$ cat src/hdl/fgs_params.svh
// offsets, field positions, reset values and command codes of the guard
// assumes a 16-bit cpu address space and 8-bit data
`ifndef FGS_PARAMS_SVH
`define FGS_PARAMS_SVH

// ----------------------------------------------------------------------
// address map
// ----------------------------------------------------------------------
`define FGS_FLASH_BASE    16'h8000
`define FGS_RAM_BASE      16'h0080
`define FGS_RAM_LAST      16'h107f
`define FGS_KEY_BASE      16'hffb0
`define FGS_KEY_LAST      16'hffb7
`define FGS_NONVOLATILE_PROTECTION_BYTE_ADDR   16'hffbd
`define FGS_NONVOLATILE_OPTION_BYTE_ADDR    16'hffbf
`define FGS_DIV_ADDR      16'h1820
`define FGS_OPT_ADDR      16'h1821
`define FGS_CFG_ADDR      16'h1823
`define FGS_PROT_ADDR     16'h1824
`define FGS_STAT_ADDR     16'h1825
`define FGS_CMD_ADDR      16'h1826

// ----------------------------------------------------------------------
// vector window
// ----------------------------------------------------------------------
`define FGS_VEC_FIRST     16'hffc0
`define FGS_VEC_LAST      16'hfffd

// ----------------------------------------------------------------------
// field positions and field values
// ----------------------------------------------------------------------
`define FGS_DIVISOR_LOADED_FLAG_BIT     7
`define FGS_STAT_CBEF     7
`define FGS_STAT_PVIOL    5
`define FGS_STAT_ACCERR   4
`define FGS_STAT_BUSY     2
`define FGS_CFG_KEY_ACCESS_BIT    5
`define FGS_OPT_BACKDOOR_KEY_ENABLE     7
`define FGS_OPT_NORED     6
`define FGS_PROT_DIS      0
`define FGS_UNSECURE      2'b10
`define FGS_ALL_OPEN      7'h7f

// ----------------------------------------------------------------------
// command codes
// ----------------------------------------------------------------------
`define FGS_CMD_BLANK     8'h05
`define FGS_CMD_BYTE      8'h20
`define FGS_CMD_BURST     8'h25
`define FGS_CMD_PAGE      8'h40
`define FGS_CMD_MASS      8'h41

// ----------------------------------------------------------------------
// reset values
// ----------------------------------------------------------------------
`define FGS_RST_BYTE      8'h00
`define FGS_RST_ADDR      16'h0000

`endif

$ cat src/hdl/fgs_pkg.sv
// types shared by the guard and its helpers
// assumes fgs_params.svh is on the include path
package fgs_pkg;
`include "fgs_params.svh"

   // one bus cycle from the cpu or the debug controller
   typedef struct packed {
      logic [15:0] addr;
      logic [7:0]  wdata;
      logic        wr;
      logic        rd;
      logic        from_debug;
      logic        exec_secure;
   } fgs_bus_type;

   // command handed to the sequencer
   typedef struct packed {
      logic [7:0]  cmd;
      logic [15:0] addr;
      logic [7:0]  data;
   } fgs_cmd_type;

   // command sequence progress
   typedef enum logic [1:0] {
      FGS_IDLE,
      FGS_GOT_ADDR,
      FGS_GOT_CMD
   } fgs_seq_type;

   // last unprotected address from the boundary bits
   function automatic logic [15:0] fgs_last_open(input logic [6:0] protect_boundary_bits);
      fgs_last_open = {protect_boundary_bits, 9'h1ff};
   endfunction

endpackage

$ cat src/hdl/fgs_key_check.sv
// backdoor key comparator: eight bytes in ascending order
// assumes the parent arms it when key access is set
module fgs_key_check
(
   // clock and reset
   input  wire logic        clock_in,
   input  wire logic        rst_b_in,
   // control
   input  wire logic        arm_in,
   input  wire logic        wr_in,
   input  wire logic [2:0]  index_in,
   input  wire logic [7:0]  data_in,
   input  wire logic [63:0] key_in,
   // result
   output logic             match_out
);
   import fgs_pkg::*;

   logic [3:0] next_q;
   logic       ok_q;

   // --------------------------------------------------------------------
   // byte order and compare
   // --------------------------------------------------------------------
   // a byte out of order spoils the whole entry until re-armed
   always_ff @(posedge clock_in)
   begin
      if (!rst_b_in || arm_in)
      begin
         next_q <= 4'h0;
         ok_q   <= 1'b1;
      end
      else if (wr_in)
      begin
         if (next_q[3] || index_in != next_q[2:0] ||
             data_in != key_in[{index_in, 3'b000} +: 8])
            ok_q <= 1'b0;
         if (!next_q[3])
            next_q <= next_q + 4'h1;
      end
   end

   // all eight seen and every one equal
   assign match_out = ok_q && next_q[3];

endmodule

$ cat src/hdl/fgs_vector_redirect.sv
// vector fetch redirection below the protected boundary
// assumes protection and option bytes are already loaded
`include "fgs_params.svh"
module fgs_vector_redirect
(
   // clock and reset
   input  wire logic        clock_in,
   input  wire logic        rst_b_in,
   // settings
   input  wire logic [7:0]  prot_in,
   input  wire logic        nored_in,
   // fetch
   input  wire logic        fetch_in,
   input  wire logic [15:0] addr_in,
   output logic [15:0]      addr_out
);
   import fgs_pkg::*;

   logic [15:0] addr_q;
   logic        some_prot;
   logic        in_window;

   // some but not all of flash protected, redirect allowed
   assign some_prot = !prot_in[`FGS_PROT_DIS] && !nored_in &&
                      prot_in[7:1] != `FGS_ALL_OPEN &&
                      fgs_last_open(prot_in[7:1]) >= `FGS_FLASH_BASE;
   // reset vector sits above the window, never moved
   assign in_window = addr_in >= `FGS_VEC_FIRST &&
                      addr_in <= `FGS_VEC_LAST;

   // --------------------------------------------------------------------
   // registered fetch address
   // --------------------------------------------------------------------
   always_ff @(posedge clock_in)
   begin
      if (!rst_b_in)
         addr_q <= `FGS_RST_ADDR;
      else if (fetch_in && some_prot && in_window)
         addr_q <= {prot_in[7:1], addr_in[8:0]};
      else if (fetch_in)
         addr_q <= addr_in;
   end

   assign addr_out = addr_q;

endmodule

$ cat src/hdl/fgs_guard.sv
// flash guard: command protocol checker, block protection, security
// assumes one 40 MHz bus clock, synchronous reset and a sequencer that
// reports busy while it programs or erases
`include "fgs_params.svh"

module fgs_guard
(
   // clock and reset
   input  wire logic              clock_in,
   input  wire logic              rst_b_in,
   // cpu and debug bus
   input  wire fgs_pkg::fgs_bus_type bus_in,
   output logic [7:0]             rd_data_out,
   output logic                   mem_block_out,
   // nonvolatile bytes
   input  wire logic [7:0]        nv_prot_in,
   input  wire logic [7:0]        nv_opt_in,
   input  wire logic [63:0]       nv_key_in,
   // sequencer
   output fgs_pkg::fgs_cmd_type   seq_cmd_out,
   output logic                   seq_launch_out,
   output logic                   seq_abort_out,
   input  wire logic              seq_busy_in,
   input  wire logic              seq_done_in,
   input  wire logic              blank_ok_in,
   // system
   input  wire logic              stop_in,
   input  wire logic              vec_fetch_in,
   input  wire logic [15:0]       vec_addr_in,
   output logic [15:0]            vec_addr_out,
   output logic                   secure_out,
   output logic                   prot_active_out
);
   import fgs_pkg::*;

   // --------------------------------------------------------------------
   // state
   // --------------------------------------------------------------------
   fgs_seq_type seq_q;
   fgs_seq_type seq_d;
   fgs_cmd_type cmd_q;
   fgs_cmd_type launch_cmd_q;
   logic [6:0]  div_q;
   logic        divisor_loaded_flag_q;
   logic [7:0]  prot_q;
   logic [7:0]  opt_q;
   logic        key_access_bit_q;
   logic        cbef_q;
   logic        accerr_q;
   logic        pviol_q;
   logic        launch_q;
   logic        abort_q;
   logic        load_q;
   logic [7:0]  rd_q;

   // --------------------------------------------------------------------
   // decode
   // --------------------------------------------------------------------
   logic wr_div;
   logic wr_opt;
   logic wr_cfg;
   logic wr_prot;
   logic wr_stat;
   logic wr_cmd;
   logic wr_ctrl;
   logic is_flash;
   logic is_ram;
   logic is_key;
   logic arr_wr;
   logic key_wr;
   logic secured;
   logic prot_en;
   logic cmd_bad;
   logic cmd_locked;
   logic stop_abort;
   logic err_event;
   logic launch_ok;
   logic launch_try;
   logic prot_refuse;
   logic key_match;
   logic key_close;

   // bus address decode
   assign wr_div   = bus_in.wr && bus_in.addr == `FGS_DIV_ADDR;
   assign wr_opt   = bus_in.wr && bus_in.addr == `FGS_OPT_ADDR;
   assign wr_cfg   = bus_in.wr && bus_in.addr == `FGS_CFG_ADDR;
   assign wr_prot  = bus_in.wr && bus_in.addr == `FGS_PROT_ADDR;
   assign wr_stat  = bus_in.wr && bus_in.addr == `FGS_STAT_ADDR;
   assign wr_cmd   = bus_in.wr && bus_in.addr == `FGS_CMD_ADDR;
   assign wr_ctrl  = wr_div || wr_opt || wr_cfg || wr_prot ||
                     wr_stat || wr_cmd;
   assign is_flash = bus_in.addr >= `FGS_FLASH_BASE;
   assign is_ram   = bus_in.addr >= `FGS_RAM_BASE &&
                     bus_in.addr <= `FGS_RAM_LAST;
   assign is_key   = bus_in.addr >= `FGS_KEY_BASE &&
                     bus_in.addr <= `FGS_KEY_LAST;

   // only secure code may enter the key
   assign key_wr = bus_in.wr && is_key && key_access_bit_q && opt_q[`FGS_OPT_BACKDOOR_KEY_ENABLE]
                   && bus_in.exec_secure && !bus_in.from_debug;
   assign arr_wr = bus_in.wr && is_flash && !key_wr;

   // only one-zero means unsecured, erased reads secure
   assign secured = opt_q[1:0] != `FGS_UNSECURE;
   // disable bit at zero enables protection
   assign prot_en = !prot_q[`FGS_PROT_DIS];

   // untrusted access to secure memory is blocked
   assign mem_block_out = secured && (bus_in.wr || bus_in.rd) &&
                          (is_flash || is_ram) &&
                          (bus_in.from_debug || !bus_in.exec_secure);

   // --------------------------------------------------------------------
   // command checks
   // --------------------------------------------------------------------
   // legal codes and what they mean
   always_comb
   begin
      case (bus_in.wdata)
         `FGS_CMD_BLANK, `FGS_CMD_BYTE, `FGS_CMD_BURST,
         `FGS_CMD_PAGE, `FGS_CMD_MASS: cmd_bad = 1'b0;
         default:                      cmd_bad = 1'b1;
      endcase
   end

   // secured debug path limited to blank and mass
   assign cmd_locked = bus_in.from_debug && secured &&
                       (bus_in.wdata == `FGS_CMD_BYTE ||
                        bus_in.wdata == `FGS_CMD_BURST ||
                        bus_in.wdata == `FGS_CMD_PAGE);

   assign stop_abort = stop_in && seq_busy_in;

   // protocol violation per sequence step
   always_comb
   begin
      err_event = stop_abort;
      case (seq_q)
         FGS_IDLE:
         begin
            if (arr_wr && !accerr_q && (!divisor_loaded_flag_q || !cbef_q))
               err_event = 1'b1;
            if (wr_cmd)
               err_event = 1'b1;
         end
         FGS_GOT_ADDR:
         begin
            // only one array write per command
            if (arr_wr)
               err_event = 1'b1;
            // only the command register may follow
            if (wr_ctrl && !wr_cmd)
               err_event = 1'b1;
            if (wr_cmd && (cmd_bad || cmd_locked))
               err_event = 1'b1;
         end
         FGS_GOT_CMD:
         begin
            // only one command write per command
            if (arr_wr || wr_cmd)
               err_event = 1'b1;
            if (wr_ctrl && !wr_stat)
               err_event = 1'b1;
            if (wr_stat && !bus_in.wdata[`FGS_STAT_CBEF])
               err_event = 1'b1;
         end
         default: err_event = 1'b1;
      endcase
   end

   // launch attempt from a complete sequence
   assign launch_try = seq_q == FGS_GOT_CMD && wr_stat &&
                       bus_in.wdata[`FGS_STAT_CBEF] && !err_event;

   // program and erase refused inside protected area
   // boundary compare uses the all-ones fill
   always_comb
   begin
      prot_refuse = 1'b0;
      if (prot_en && cmd_q.cmd != `FGS_CMD_BLANK)
      begin
         if (cmd_q.cmd == `FGS_CMD_MASS)
            prot_refuse = prot_q[7:1] != `FGS_ALL_OPEN;
         else
            prot_refuse = cmd_q.addr > fgs_last_open(prot_q[7:1]);
      end
   end

   // nothing launches while access error stands
   assign launch_ok = launch_try && !prot_refuse && !accerr_q;

   // --------------------------------------------------------------------
   // sequence state
   // --------------------------------------------------------------------
   always_comb
   begin
      seq_d = seq_q;
      case (seq_q)
         FGS_IDLE:
            // array writes ignored while error set
            if (arr_wr && !accerr_q && divisor_loaded_flag_q && cbef_q && !err_event)
               seq_d = FGS_GOT_ADDR;
         FGS_GOT_ADDR:
            if (err_event)
               seq_d = FGS_IDLE;
            else if (wr_cmd)
               seq_d = FGS_GOT_CMD;
         FGS_GOT_CMD:
            if (err_event || launch_try)
               seq_d = FGS_IDLE;
         default: seq_d = FGS_IDLE;
      endcase
   end

   always_ff @(posedge clock_in)
   begin
      if (!rst_b_in)
         seq_q <= FGS_IDLE;
      else
         seq_q <= seq_d;
   end

   // latched address, data and command
   always_ff @(posedge clock_in)
   begin
      if (!rst_b_in)
         cmd_q <= '0;
      else if (seq_q == FGS_IDLE && seq_d == FGS_GOT_ADDR)
      begin
         cmd_q.addr <= bus_in.addr;
         cmd_q.data <= bus_in.wdata;
      end
      else if (seq_q == FGS_GOT_ADDR && seq_d == FGS_GOT_CMD)
         cmd_q.cmd <= bus_in.wdata;
   end

   // --------------------------------------------------------------------
   // sequencer handoff
   // --------------------------------------------------------------------
   always_ff @(posedge clock_in)
   begin
      if (!rst_b_in)
      begin
         launch_cmd_q <= '0;
         launch_q     <= 1'b0;
         abort_q      <= 1'b0;
      end
      else
      begin
         launch_q <= launch_ok;
         abort_q  <= stop_abort;
         if (launch_ok)
            launch_cmd_q <= cmd_q;
      end
   end

   // buffer empty: cleared at launch, refilled at done or abort
   always_ff @(posedge clock_in)
   begin
      if (!rst_b_in)
         cbef_q <= 1'b1;
      else if (launch_ok)
         cbef_q <= 1'b0;
      else if (seq_done_in || abort_q)
         cbef_q <= 1'b1;
   end

   // --------------------------------------------------------------------
   // status flags
   // --------------------------------------------------------------------
   // cleared only by a one; a new error wins the same cycle
   always_ff @(posedge clock_in)
   begin
      if (!rst_b_in)
         accerr_q <= 1'b0;
      else if (err_event)
         accerr_q <= 1'b1;
      else if (wr_stat && bus_in.wdata[`FGS_STAT_ACCERR])
         accerr_q <= 1'b0;
   end

   // protection refusal flag, set wins over clear
   always_ff @(posedge clock_in)
   begin
      if (!rst_b_in)
         pviol_q <= 1'b0;
      else if (launch_try && prot_refuse)
         pviol_q <= 1'b1;
      else if (wr_stat && bus_in.wdata[`FGS_STAT_PVIOL])
         pviol_q <= 1'b0;
   end

   // --------------------------------------------------------------------
   // divider, written once
   // --------------------------------------------------------------------
   // first write while no access error stands sets loaded flag whatever the data
   always_ff @(posedge clock_in)
   begin
      if (!rst_b_in)
      begin
         div_q   <= 7'h00;
         divisor_loaded_flag_q <= 1'b0;
      end
      else if (wr_div && !divisor_loaded_flag_q && !accerr_q)
      begin
         div_q   <= bus_in.wdata[6:0];
         divisor_loaded_flag_q <= 1'b1;
      end
   end

   // --------------------------------------------------------------------
   // nonvolatile copies and security
   // --------------------------------------------------------------------
   // bytes are caught on the cycle after reset releases
   always_ff @(posedge clock_in)
   begin
      if (!rst_b_in)
         load_q <= 1'b1;
      else
         load_q <= 1'b0;
   end

   // protection loaded at reset, debug writes only
   always_ff @(posedge clock_in)
   begin
      if (!rst_b_in)
         prot_q <= `FGS_RST_BYTE;
      else if (load_q)
         prot_q <= nv_prot_in;
      else if (wr_prot && bus_in.from_debug)
         prot_q <= bus_in.wdata;
   end

   // key match on the falling edge of key access
   assign key_close = wr_cfg && key_access_bit_q && !bus_in.wdata[`FGS_CFG_KEY_ACCESS_BIT];

   // full match unsecures until next reset
   // blank check pass unsecures until next reset
   always_ff @(posedge clock_in)
   begin
      if (!rst_b_in)
         opt_q <= `FGS_RST_BYTE;
      else if (load_q)
         opt_q <= nv_opt_in;
      else if ((key_close && key_match && opt_q[`FGS_OPT_BACKDOOR_KEY_ENABLE]) ||
               (seq_done_in && blank_ok_in &&
                launch_cmd_q.cmd == `FGS_CMD_BLANK))
         opt_q[1:0] <= `FGS_UNSECURE;
   end

   // key access bit; debug may set it too, but key_wr refuses key bytes from debug
   always_ff @(posedge clock_in)
   begin
      if (!rst_b_in)
         key_access_bit_q <= 1'b0;
      else if (wr_cfg)
         key_access_bit_q <= bus_in.wdata[`FGS_CFG_KEY_ACCESS_BIT];
   end

   fgs_key_check u_key
   (
      .clock_in  (clock_in),
      .rst_b_in  (rst_b_in),
      .arm_in    (wr_cfg && !key_access_bit_q),
      .wr_in     (key_wr),
      .index_in  (bus_in.addr[2:0]),
      .data_in   (bus_in.wdata),
      .key_in    (nv_key_in),
      .match_out (key_match)
   );

   fgs_vector_redirect u_vec
   (
      .clock_in  (clock_in),
      .rst_b_in  (rst_b_in),
      .prot_in   (prot_q),
      .nored_in  (opt_q[`FGS_OPT_NORED]),
      .fetch_in  (vec_fetch_in),
      .addr_in   (vec_addr_in),
      .addr_out  (vec_addr_out)
   );

   // --------------------------------------------------------------------
   // read port, one cycle late
   // --------------------------------------------------------------------
   always_ff @(posedge clock_in)
   begin
      if (!rst_b_in)
         rd_q <= `FGS_RST_BYTE;
      else if (bus_in.rd)
         case (bus_in.addr)
            `FGS_DIV_ADDR:  rd_q <= {divisor_loaded_flag_q, div_q};
            `FGS_OPT_ADDR:  rd_q <= opt_q;
            `FGS_CFG_ADDR:  rd_q <= {2'b00, key_access_bit_q, 5'b00000};
            `FGS_PROT_ADDR: rd_q <= prot_q;
            `FGS_STAT_ADDR: rd_q <= {cbef_q, 1'b0, pviol_q, accerr_q,
                                     1'b0, seq_busy_in, 2'b00};
            `FGS_CMD_ADDR:  rd_q <= cmd_q.cmd;
            default:        rd_q <= 8'h00;
         endcase
      else
         rd_q <= 8'h00;
   end

   // outputs
   assign rd_data_out     = rd_q;
   assign seq_cmd_out     = launch_cmd_q;
   assign seq_launch_out  = launch_q;
   assign seq_abort_out   = abort_q;
   assign secure_out      = secured;
   assign prot_active_out = prot_en;

endmodule

$ cat config.mk
export PLATFORM = sky130hd
export DESIGN_NAME = fgs_guard
export DESIGN_NICKNAME = d
export VERILOG_FILES = /design/src/hdl/fgs_pkg.sv /design/src/hdl/fgs_key_check.sv /design/src/hdl/fgs_vector_redirect.sv /design/src/hdl/fgs_guard.sv
export VERILOG_INCLUDE_DIRS = /design/src /design/src/hdl
export SDC_FILE = /design/constraint.sdc
export NUM_CORES = 1
export LEC_CHECK = 0
export BUFFER_PORTS_ARGS = -buffer_cell sky130_fd_sc_hd__buf_2
export CAP_MARGIN = 25
export CORE_UTILIZATION = 55
export DETAILED_ROUTE_END_ITERATION = 8
export HOLD_SLACK_MARGIN = 0.08
export PLACE_DENSITY = 0.82
export SYNTH_ARGS = -nofsm -noshare
export SYNTH_HDL_FRONTEND = slang
export SYNTH_HIERARCHICAL = 1
export SYNTH_SLANG_ARGS = --single-unit
$ cat constraint.sdc
create_clock -name clock_in -period 6.71 [get_ports clock_in]
set_clock_uncertainty 0.05 [all_clocks]
set_input_delay 0.671 -clock clock_in [delete_from_list [all_inputs] [get_ports clock_in]]
set_output_delay 0.671 -clock clock_in [all_outputs]
set_load 0.005 [all_outputs]
# Word level (Yosys, flattened, before mapping)
# Index checks and enable logic that the tools add are counted.
word_totals:
  regBits: 126
  inputBits: 131
  out_inout_bits: 61
  elab_cells: 196
op_classes:
  n_addsub: 1
  magnitude_cmp: 9
  eq_ne: 22
  shift: 1
  mux: 32
  bitwise_logic: 2
  reduce_logical: 105
op_table:
  columns: ["op", "count"]
  rows:
  - ["16-bit by 13-bit equality test with 1-bit output (second input constant)", 6]
  - ["16-bit greater-or-equal comparator (second input constant)", 4]
  - ["64-bit by 7-bit indexed part select with 8-bit output", 1]
  - ["1-bit logical AND", 58]
  - ["8-bit case mux with 6 select lines", 1]
  - ["16-bit <= comparator (second input constant)", 2]
  - ["16-bit two-way mux", 2]
  - ["8-bit by 7-bit equality test with 1-bit output (second input constant)", 3]
  - ["1-bit logical OR", 19]
  - ["1-bit two-way mux", 18]
  - ["8-bit by 3-bit equality test with 1-bit output (second input constant)", 2]
  - ["8-bit by 6-bit equality test with 1-bit output (second input constant)", 2]
  - ["16-bit by 8-bit greater-or-equal comparator with 1-bit output (second input constant)", 1]
  - ["16-bit greater-than comparator", 1]
  - ["16-bit by 13-bit <= comparator with 1-bit output (second input constant)", 1]
  - ["1-bit zero test", 16]
  - ["8-bit two-way mux", 2]
  - ["2-bit two-way mux", 6]
  - ["2-bit nonzero test", 6]
  - ["8-bit by 3-bit != test with 1-bit output (second input constant)", 1]
  - ["8-bit != test", 1]
  - ["2-bit AND reduction", 4]
  - ["7-bit != test (second input constant)", 1]
  - ["2-bit case mux with 3 select lines", 1]
  - ["other kinds (10)", 13]

# Depth between registers and ports, before layout
# Gate-level depths: netlist of the first run.
logic_depth:
  word_depth: 23
  mapped_depth: 11
  depth_no_buf: 9

# Modules after synthesis
# The synthesis of the first run kept the hierarchy.
by_module_without_submodules:
  columns: ["mod", "instances", "cells_per_inst", "area_per_inst_um2", "seq_area_each_um2"]
  rows:
  - ["fgs_guard", 1, 495, 4698.3, 2102.0]
  - ["fgs_key_check", 1, 75, 862.1, 100.1]
  - ["fgs_vector_redirect", 1, 76, 760.7, 320.3]

# Worst setup path after synthesis of the first run
# OpenSTA, ideal clock, no wires.
synth_timing:
  path_kind: "input to register"
  startpoint: "input port bus_in[19] (netlist bit)"
  endpoint: "register cmd_q[14] (netlist bit)"
  setup_time_ns: 0.127
  arrival_time_ns: 2.526
  t_required_ns: 6.533
  setup_slack_ns: 4.007
  cell_stages: 9
  n_path_buf: 2
  cell_sequence: "or4_1 > buf_2 > or3_4 > nor2_4 > nand3_1 > a21boi_1 > nor4_2 > buf_6 > o2bb2ai_1"
synth_between:
  elab_chain_len: 21
  elab_cells_between_ends: 62
  classes_between: "order compare (3); eq/ne (7); mux (14); reduce/logical (38)"
synth_rtl:
  columns: ["item", "line", "rtl"]
  rows:
  - ["start, declared", "fgs_guard.sv:12", "input wire fgs_pkg::fgs_bus_type bus_in,"]
  - ["16-bit greater-or-equal comparator (no line) or 16-bit <= comparator (tied branches)", null, null]
  - ["1-bit logical AND (no line)", null, null]
  - ["1-bit logical AND (5 in series)", "fgs_guard.sv:99", "assign key_wr = bus_in.wr && is_key && key_access_bit_q && opt_q[`FGS_OPT_BACKDOOR_KEY_ENABLE]"]
  - ["1-bit zero test", "fgs_guard.sv:101", "assign arr_wr = bus_in.wr && is_flash && !key_wr;"]
  - ["1-bit logical AND", "fgs_guard.sv:101", null]
  - ["1-bit logical OR or 1-bit logical AND (tied branches)", "fgs_guard.sv:160, fgs_guard.sv:141, fgs_guard.sv:201", null]
  - ["1-bit two-way mux or 1-bit logical AND (tied branches)", "fgs_guard.sv:160, fgs_guard.sv:141", null]
  - ["1-bit two-way mux (on tied branches)", "fgs_guard.sv:162, fgs_guard.sv:141", null]
  - ["1-bit two-way mux (on tied branches)", "fgs_guard.sv:164, fgs_guard.sv:143", null]
  - ["1-bit case mux with 3 select lines", "fgs_guard.sv:138", "case (seq_q)"]
  - ["1-bit zero test", "fgs_guard.sv:173, fgs_guard.sv:201", null]
  - ["1-bit logical AND", "fgs_guard.sv:172", "assign launch_try = seq_q == FGS_GOT_CMD && wr_stat &&"]
  - ["1-bit logical OR", "fgs_guard.sv:209", "if (err_event || launch_try)"]
  - ["2-bit two-way mux", "fgs_guard.sv:209", null]
  - ["2-bit case mux with 3 select lines *", "fgs_guard.sv:198", "case (seq_q)"]
  - ["2-bit by 1-bit equality test with 1-bit output *", "fgs_guard.sv:228", "else if (seq_q == FGS_IDLE && seq_d == FGS_GOT_ADDR)"]
  - ["1-bit logical AND *", "fgs_guard.sv:228", null]
  - ["end, declared", "fgs_guard.sv:41", "fgs_cmd_type cmd_q;"]
# Every way passes the cells marked *; elsewhere a longest branch is shown, timed or not.
# A chain may end at the register's enable or synchronous reset.

# Worst setup path after layout of the first run
layout_timing:
  startpoint: "input port bus_in[12] (netlist bit)"
  endpoint: "register cmd_q[26] (netlist bit)"
layout_between:
  elab_chain_len: 23
  elab_cells_between_ends: 66
  classes_between: "order compare (3); eq/ne (8); mux (14); bitwise (1); reduce/logical (40)"
layout_rtl:
  columns: ["item", "line"]
  rows:
  - ["16-bit greater-or-equal comparator (no line) or 16-bit <= comparator (tied branches)", null]
  - ["1-bit logical AND (no line)", null]
  - ["1-bit logical AND (5 in series)", "fgs_guard.sv:99"]
  - ["1-bit zero test", "fgs_guard.sv:101"]
  - ["1-bit logical AND", "fgs_guard.sv:101"]
  - ["1-bit logical OR or 1-bit logical AND (tied branches)", "fgs_guard.sv:160, fgs_guard.sv:141, fgs_guard.sv:201"]
  - ["1-bit two-way mux or 1-bit logical AND (tied branches)", "fgs_guard.sv:160, fgs_guard.sv:141"]
  - ["1-bit two-way mux (on tied branches)", "fgs_guard.sv:162, fgs_guard.sv:141"]
  - ["[... 3 more ...]", null]
  - ["1-bit logical AND", "fgs_guard.sv:172"]
  - ["1-bit logical OR", "fgs_guard.sv:209"]
  - ["2-bit two-way mux", "fgs_guard.sv:209"]
  - ["2-bit case mux with 3 select lines *", "fgs_guard.sv:198"]
  - ["2-bit by 1-bit equality test with 1-bit output", "fgs_guard.sv:228"]
  - ["1-bit logical AND", "fgs_guard.sv:228"]
  - ["1-bit NOT (no line)", null]
  - ["2-bit AND reduction (no line) *", null]
# Marks and branches as above.

==> results.md, run 1 <==
- Adding up every negative setup slack in the final design gives 0 ns.
- The detail route stage leaves a number of antenna-violating nets equal to 0.
- The summed instance area of the synthesized netlist is 0.00632 mm^2.
- The highest-delay cell along the critical path is sky130_fd_sc_hd__or4_1.
- The number of stages on the worst setup path is 8.
- The weighted congestion at the end of routability-driven global placement is 0.916.
- For this run, the total global-route usage over all layers was measured as 0.334.
- The post-synth net total is 785.
- The most repeated cell in the gate-level netlist after synthesis is sky130_fd_sc_hd__dfxtp_1.
- The number of distinct library cells after synthesis is 74.
- Hold repair after CTS inserted 0 buffers.
- After floorplanning, the core was sized to cover 0.0110 mm^2.
- For this run, asynchronously set or reset flops after synthesis account for 0.
- The number of gates resized after cts is 0.
- Yosys attributes the largest share of cell area to sky130_fd_sc_hd__dfxtp_1, sky130_fd_sc_hd__mux2i_1, sky130_fd_sc_hd__nor2_1.
- Setup repair after global routing left no endpoint under its margin.
- The area growth from synthesis to final layout is 25.3%.
- The worst flop-to-flop path startpoint is prot_q[5].
- The half-perimeter wire length after placement is 13900 um.
- The Yosys warning count is 6.
- The critical path endpoint category is a flip-flop.
- The worst register-to-register path ends at seq_cmd_out[30].
- The overflow left after global routing is 0.
- The worst hold path passes through 2 cells.
- Of the available clock period, the critical path in the final layout requires 0.447.
- In this run the mean area of a mapped cell was 9.78 um^2.
- In this run the post-CTS setup repair buffer count came out at 0.
- After synthesis the netlist holds a flip-flop and latch count of 126.
- The sum of buffers and inverters on the critical path is 1.
- The completed layout was analyzed and its total power is 1940 uW.
- The horizontal die dimension is 109 um.
- With fillers left out, the area of the finished cells amounts to 0.00792 mm^2.
- The antenna diode count is 0.
- In this run the worst path has a maximum fanout of 32.
- The first-pass iteration count of the detailed router is 8.
- The kind of launch point of the worst setup path is an input port.
- The power density over the cells is 245 mW/mm^2.
- In this design, the largest share of critical-path delay is due to simple AND/OR/NAND/NOR gates.
- The count of placed standard cells including taps is 943.
- The first global-routing pass estimated 29400 um of wire.
- The number of H-tree branching levels is 4.
- The commonest cells after synthesis are sky130_fd_sc_hd__dfxtp_1, sky130_fd_sc_hd__mux2i_1, sky130_fd_sc_hd__nor2_1, sky130_fd_sc_hd__nand2_1, sky130_fd_sc_hd__a21oi_1.
- The number of flops mapped to enable cells by yosys is 0.
- The number of global-route vias before repair was 5786.
- In the final layout, the share of cells above drive strength 1 is 0.316.
- The final net count is 961.
- The critical setup path kind is input port to flip-flop.
- The setup slack of the most critical reg-to-reg path is 3.74 ns.
- TritonCTS built the clock tree.
- The finished layout holds 975 standard cells, fillers aside.
- The max-capacitance violation count is 0.
- The leakage power of the design is 0.00366 uW.
- The clock-pin slew reported for the worst setup and hold paths after clock tree synthesis is 0.05 ns.
- The largest single stage delay on the critical path is 0.65 ns.
- Traced cell by cell, the critical path runs through buf_2 > nand3b_1 > nor3b_1 > nand2_1 > a22oi_2 > o21ai_2 > or4_1 > mux2i_1.
- The number of inserted filler cells in the final layout is 856.
- The number of cells on the worst reg-to-reg path is 10.
- Counting along the longest clock path gives a buffer depth of 2.
- The share of the Yosys chip area taken by registers is 0.399.
- The root buffer cell chosen for the clock tree is sky130_fd_sc_hd__clkbuf_16.
- The later-pin clock latency in the skew report is 0.42 ns.
- The die is 109 um tall.
- The relative slew slack is 0.452.
- The class of the tightest hold or removal check is flip-flop to flip-flop.
- In this run the most critical hold path is launched from cmd_q[6].
- The most used flip-flop cell after synthesis is sky130_fd_sc_hd__dfxtp_1.
- After detailed placement, the total cell area comes to 0.00729 mm^2.
- The data required time of the critical path is 6.95 ns.
- The number of placed I/O pins is 192.
- The per-cell routed wire length is 19.7 um.
- Entering global routing, the biggest net connects 68 pins.
- At the pin with the least slew margin, the transition time is 0.816 ns.
- The run finished with clean final reports.
- The count of routing violations after the opening detailed-route iteration is 805.
- The max-slew violation count is 0.
- The tree built by TritonCTS fans out to 126 sinks.
- The die footprint is 0.0119 mm^2.
- The floorplan has 38 rows.
- The via total after detailed routing is 5973.
- The initial standard-cell utilization of the core is 0.573.
- The wire length after detailed routing is 19200 um.
- The number of antenna violations at the first check in global routing is 0.
- The count of port buffers added during placement is 191.
- Data on the critical path arrives at its endpoint at 3.24 ns.
- For this run, design rule violations remaining after detail routing come to 0.
- For this run, the top clock speed supported by timing is 333 MHz.
- Setup violations remaining at the end of the flow were counted as 0.
- The worst-case vdd ir drop is 0.230 mV.
- The path with the worst hold slack has its endpoint at cmd_q[6].
- The cell type with the largest total area after synthesis is sky130_fd_sc_hd__dfxtp_1.
- Of the post-synthesis cell area, the dominant cell type holds 0.399.
- Synthesis produced a netlist whose cell count is 646.
- The worst path in the final design needs a cycle of 3.00 ns, including I/O delays and setup.
- The count of endpoints failing hold in the final timing report is 0.
- The number of clock buffers inserted by TritonCTS is 17.
- Dividing the detail-routed via count by the number of cells gives 6.13.
metrics by stage:
stage | setup slack, ns | hold slack, ns | utilization
floorplan | 4.01 | 0.379 | -
global placement | 3.26 | 0.386 | 0.659
detailed placement | 3.30 | 0.394 | 0.661
CTS | 3.72 | 0.401 | 0.718
global route | 3.48 | 0.423 | 0.718
finish | 3.71 | 0.400 | 0.718
cell usage in the layout (no fill, tap or decap), types with 5 or more instances in the layout:
| cell type | netlist | final |
|---|---|---|
| sky130_fd_sc_hd__inv_1 | 15 | 15 |
| sky130_fd_sc_hd__nor2b_1 | 14 | 14 |
| sky130_fd_sc_hd__mux4_2 | 8 | 8 |
| sky130_fd_sc_hd__mux2i_1 | 77 | 77 |
| sky130_fd_sc_hd__clkbuf_16 | 0 | 17 |
| sky130_fd_sc_hd__a22oi_1 | 7 | 7 |
| sky130_fd_sc_hd__a21oi_1 | 24 | 24 |
| sky130_fd_sc_hd__dfxtp_1 | 126 | 126 |
| sky130_fd_sc_hd__nand2_1 | 50 | 50 |
| sky130_fd_sc_hd__nand3_1 | 8 | 8 |
| sky130_fd_sc_hd__nor4_1 | 9 | 9 |
| sky130_fd_sc_hd__clkinv_2 | 0 | 5 |
| sky130_fd_sc_hd__and2b_1 | 10 | 10 |
| sky130_fd_sc_hd__mux4_1 | 6 | 6 |
| sky130_fd_sc_hd__or4_1 | 7 | 7 |
| sky130_fd_sc_hd__nor2_1 | 70 | 70 |
| sky130_fd_sc_hd__nand2b_1 | 7 | 7 |
| sky130_fd_sc_hd__xor2_1 | 7 | 7 |
| sky130_fd_sc_hd__o21ai_0 | 15 | 15 |
| sky130_fd_sc_hd__nor3_1 | 6 | 6 |
| sky130_fd_sc_hd__mux2_2 | 8 | 8 |
| sky130_fd_sc_hd__buf_2 | 6 | 191 |
| sky130_fd_sc_hd__a211oi_1 | 5 | 5 |
| sky130_fd_sc_hd__o2bb2ai_1 | 23 | 23 |
| sky130_fd_sc_hd__ha_1 | 8 | 8 |
| sky130_fd_sc_hd__xnor2_1 | 9 | 9 |
| sky130_fd_sc_hd__nand4_1 | 12 | 12 |
| sky130_fd_sc_hd__and3_1 | 6 | 6 |
worst reg2reg max path: cells and delay by family (launching register included):
family                     cells  cell delay (ns)
and+or+nand+nor                4             0.71
DFF                            1             0.55
AOI/OAI and AO/OA              2             0.53
buffers and inverters          2             0.42
adders and majority gates      1             0.31
muxes                          1             0.27
flip-flops by register name, indices dropped and copies added, names as in the netlist, 2 cells and up:
| signal | count |
|---|---|
| cmd_q | 32 |
| div_q | 7 |
| opt_q | 8 |
| prot_q | 8 |
| rd_data_out | 8 |
| seq_cmd_out | 32 |
| seq_q | 2 |
| u_key/next_q | 4 |
| u_vec/addr_out | 16 |
report_power, final:
group / total, uW / internal (uW) / switching, uW
clock: 983 / 649 / 334
combinational: 178 / 82.2 / 95.4
sequential: 776 / 762 / 14.4
layer usage:
layer / track usage / wire length [um] / vias up
met2: 0.569 / 9480 / 333
li1: - / - / 2720
met1: 0.393 / 7730 / 2854
met3: 0.0789 / 1340 / 66
met5: 0 / 0 / -
met4: 0.161 / 698 / 0
kinds of logic (layout without fill, tap and decap cells):
kind of cell | after synthesis | after routing | synth area share
AOI/OAI and AO/OA | 111 | 111 | 0.128
adders and majority gates | 8 | 8 | 0.0158
muxes | 99 | 99 | 0.190
DFF | 126 | 126 | 0.399
buffers and inverters | 55 | 244 | 0.0471
xor gates and xnor gates | 16 | 16 | 0.0222
and+or+nand+nor | 231 | 231 | 0.198
layout make-up:
cell class | count | area [um^2] | area share
sequential | 126 | 2520 | 0.319
clock inverter | 11 | 161 | 0.0204
clock buffer | 21 | 470 | 0.0594
tap | 140 | 175 | 0.0221
multi-input combinational | 465 | 3530 | 0.445
inverter | 16 | 60.1 | 0.00759
timing repair buffer | 196 | 1000 | 0.126
worst max-delay path by stage:
stage	slack, ns	start	end
5_1_grt	3.48	bus_in[12]	cmd_q[26]
3_5_place_dp	3.30	bus_in[12]	cmd_q[26]
6_report	3.71	bus_in[12]	cmd_q[26]
2_1_floorplan	4.01	bus_in[19]	cmd_q[14]
4_1_cts	3.72	bus_in[12]	cmd_q[26]
3_3_place_gp	3.26	bus_in[12]	cmd_q[2]
(Power assumes the default switching activity.)
==> run 2, diff against run 1 <==
CORE_UTILIZATION = 47   (was 55)
PLACE_DENSITY = 0.74   (was 0.82)
clock period = 2.62 ns   (was 6.71 ns; I/O delays follow)
==> results.md, run 2 (synthesized netlist as in run 1, its figures left out) <==
- The worst-case vdd ir drop is 0.436 mV (+90%).
- The max-capacitance violation count was 0 (unchanged).
- The count of placed standard cells including taps is 1020 (+8.2%).
- The number of nets with antenna violations after routing is 0 (unchanged).
- The global-route wire length before repair was 29900 um (+1.9%).
- The layout cell share with drive strength beyond 1 is 0.339 (+0.0231).
- The core area is 0.0132 mm^2 (+20%).
- The post-route standard cell area excluding fillers came to 0.00846 mm^2 (+6.8%).
- The die footprint was 0.0139 mm^2 (+17%).
- The number of stages on the worst hold path came to 3 (+1).
- The power dissipated by switching net loads was 1130 uW (+160%).
- The die height came to 118 um (+8.0%).
- The post-CTS setup-driven buffer insertion count was 0 (unchanged).
- The number of global-route vias before repair is 5760 (-0.45%).
- The path with the worst hold slack has its endpoint at u_vec/addr_out[4].
- The clock root buffer is sky130_fd_sc_hd__clkbuf_16.
- The overflow left after global routing is 0 (unchanged).
- The leakage power of the design was 0.00393 uW (+7.2%).
- The startpoint identified for the worst hold timing path is vec_addr_in[4].
- The number of H-tree branching levels is 4 (unchanged).
- The clock network fraction of total power was 0.478 (-0.029).
- The largest net degree at the start of global routing is 36 (-47%).
- Setup repair after global routing left no endpoint under its margin.
- The vias per cell is 5.55 (-9.4%).
- The number of clock buffers inserted by TritonCTS is 17 (unchanged).
- The placed instance area is 0.00767 mm^2 (+5.3%).
- The count of endpoints failing hold in the final timing report is 0 (unchanged).
- The total negative slack for setup checks is 0 ns (unchanged).
- The wire length after detailed routing is 18900 um (-1.9%).
- The sum of met2 wire segment lengths after detailed routing was 8950 um (-5.6%).
- The number of sinks handled by clock tree synthesis is 126 (unchanged).
- The data required time of the critical path is 2.86 ns (-4.09 ns).
- The part of the cycle the worst path needs is 0.958.
- The DRC violation count after routing is 0 (unchanged).
- The maximum root-to-sink buffer count is 2 (unchanged).
- The via total after detailed routing is 5951 (-0.37%).
- The worst flop-to-flop path startpoint is opt_q[1].
- The count of routing violations after the opening detailed-route iteration came to 470 (-42%).
- The combinational cell fraction of total power is 0.109 (+0.017).
- The sequential group share of total power came to 0.413 (+0.012).
- The depth of the worst register-to-register path is 7 (-3).
- The worst hold path belongs to the class input port to flip-flop.
- The detailed router used layers up to and including met4.
- The power density over the cells is 566 mW/mm^2 (+130%).
- The horizontal die dimension came to 118 um (+8.0%).
- The most common library cell in the layout ignoring fill and taps is sky130_fd_sc_hd__buf_2.
- The number of placed I/O pins is 192 (unchanged).
- The antenna diode count came to 0 (unchanged).
- The critical path endpoint category is a flip-flop.
- The routed wire length on met3 is 1400 um (+4.7%).
- The clock-pin slew reported for the worst setup and hold paths after clock tree synthesis is 0.05 ns (about the same).
- The relative slew slack is 0.562 (+0.111).
- The number of antenna violations at the first check in global routing came to 0 (unchanged).
- The per-cell routed wire length is 17.6 um (-11%).
- Compared with the post-synthesis result, the final layout area differs by 33.8%.
- The worst setup path is launched from an input port.
- The library cells used most frequently in the layout, excluding fill and tap cells, are sky130_fd_sc_hd__buf_2, sky130_fd_sc_hd__dfxtp_1, sky130_fd_sc_hd__mux2i_1.
- The worst path arrival time was 2.75 ns (-0.49 ns).
- The initial standard-cell utilization of the core is 0.479 (-0.0938).
- The number of cells in the finished layout apart from fillers is 1072 (+9.9%).
- For this run, the top clock speed supported by timing is 398 MHz.
- The detailed-route wire length on metal 1 is 8000 um (+3.6%).
- The switching fraction of total power was 0.237 (+0.00782).
- The max-slew violation count is 0 (unchanged).
- The internal portion of total power was 3650 uW (+140%).
- The flow ran to the end, and the final reports show no timing, DRC or antenna violations.
- The setup slack of the most critical reg-to-reg path is 0.14 ns (-3.60 ns).
- The critical setup path kind is input port to flip-flop.
- The first-pass iteration count of the detailed router is 5 (-3).
- The minimum clock period is 2.51 ns.
- The TritonCTS clock tree is yes.
- The slew at the pin closest to its max-slew limit is 0.656 ns (-0.160 ns).
- The half-perimeter wire length after placement is 13900 um (-0.25%).
- The capture point of the worst reg-to-reg path is cmd_q[29].
- The highest fanout seen on the critical path is 4 (-88%).
- The weighted congestion at the end of routability-driven global placement came to 0.922 (+0.61%).
- The standard-cell row count was 42 (+11%).
- The count of port buffers added during placement is 191 (unchanged).
- The number of setup violations in the final report was 0 (unchanged).
- The total routing resource utilization after global routing came to 0.277 (-0.0565).
- The later-pin clock latency in the skew report was 0.42 ns (about the same).
- The final net count is 1023 (+6.5%).
[run 2: worst max path at each step]
stage / end / start / depth (start not counted) / slack (ns)
6_report: cmd_q[29] / bus_in[18] / 9 / 0.11
5_1_grt: seq_cmd_out[15] / bus_in[18] / 11 / 0.03
4_1_cts: seq_cmd_out[2] / prot_q[5] / 10 / 0.10
3_5_place_dp: cmd_q[23] / bus_in[19] / 9 / 0.01
3_3_place_gp: cmd_q[23] / bus_in[19] / 9 / 0.04
2_1_floorplan: cmd_q[14] / bus_in[19] / 9 / 0.33
[run 2: power by group through the flow]
stage | registers [uW] | clock network, uW | logic, uW
after floorplan | 2010 | 0 | 253
after global placement | 2020 | 0 | 485
after detailed placement | 2020 | 0 | 490
after CTS | 1980 | 2310 | 519
after global routing | 1980 | 2400 | 561
final | 1980 | 2290 | 523
[run 2: per-stage QoR]
stage	util	power, uW	hold slack, ns	setup WS [ns]
after global placement	0.581	2500	0.391	0.0383
after detailed placement	0.581	2510	0.395	0.0150
after floorplan	-	2270	0.329	0.326
final	0.641	4790	0.0862	0.109
after CTS	0.641	4800	0.0823	0.102
after global routing	0.641	4940	0.0909	0.0339
[run 2: timing repair]
| action | in CTS | in global routing |
|---|---|---|
| resized for setup | 0 | 1 |
| hold buffers | 21 | 0 |
| setup endpoints to repair | 0 | 4 |
| hold endpoints to repair | 21 | 0 |
[run 2: cell type report]
type | instances | area, um^2
Clock buffer | 21 | 460
Timing Repair Buffer | 258 | 1550
Multi-Input combinational cell | 465 | 3530
Clock inverter | 10 | 115
Inverter | 16 | 60.1
Sequential cell | 126 | 2520
Fill cell | 1085 | 4730
Tap cell | 176 | 220
[run 2: critical path: stages]
cell,delay (ns)
sky130_fd_sc_hd__dlygate4sd3_1,0.53
sky130_fd_sc_hd__buf_2,0.13
sky130_fd_sc_hd__nand4b_2,0.20
sky130_fd_sc_hd__nor4_1,0.40
sky130_fd_sc_hd__nor2_1,0.12
sky130_fd_sc_hd__a21oi_2,0.19
sky130_fd_sc_hd__o21ai_2,0.09
sky130_fd_sc_hd__or4_1,0.63
sky130_fd_sc_hd__mux2i_1,0.18
[run 2: routing by layer]
| metal | GRT usage | vias to the layer above |
|---|---|---|
| met1 | 0.348 | 2755 |
| met5 | 0 | - |
| met2 | 0.466 | 303 |
| li1 | - | 2852 |
| met4 | 0.111 | 0 |
| met3 | 0.0533 | 41 |
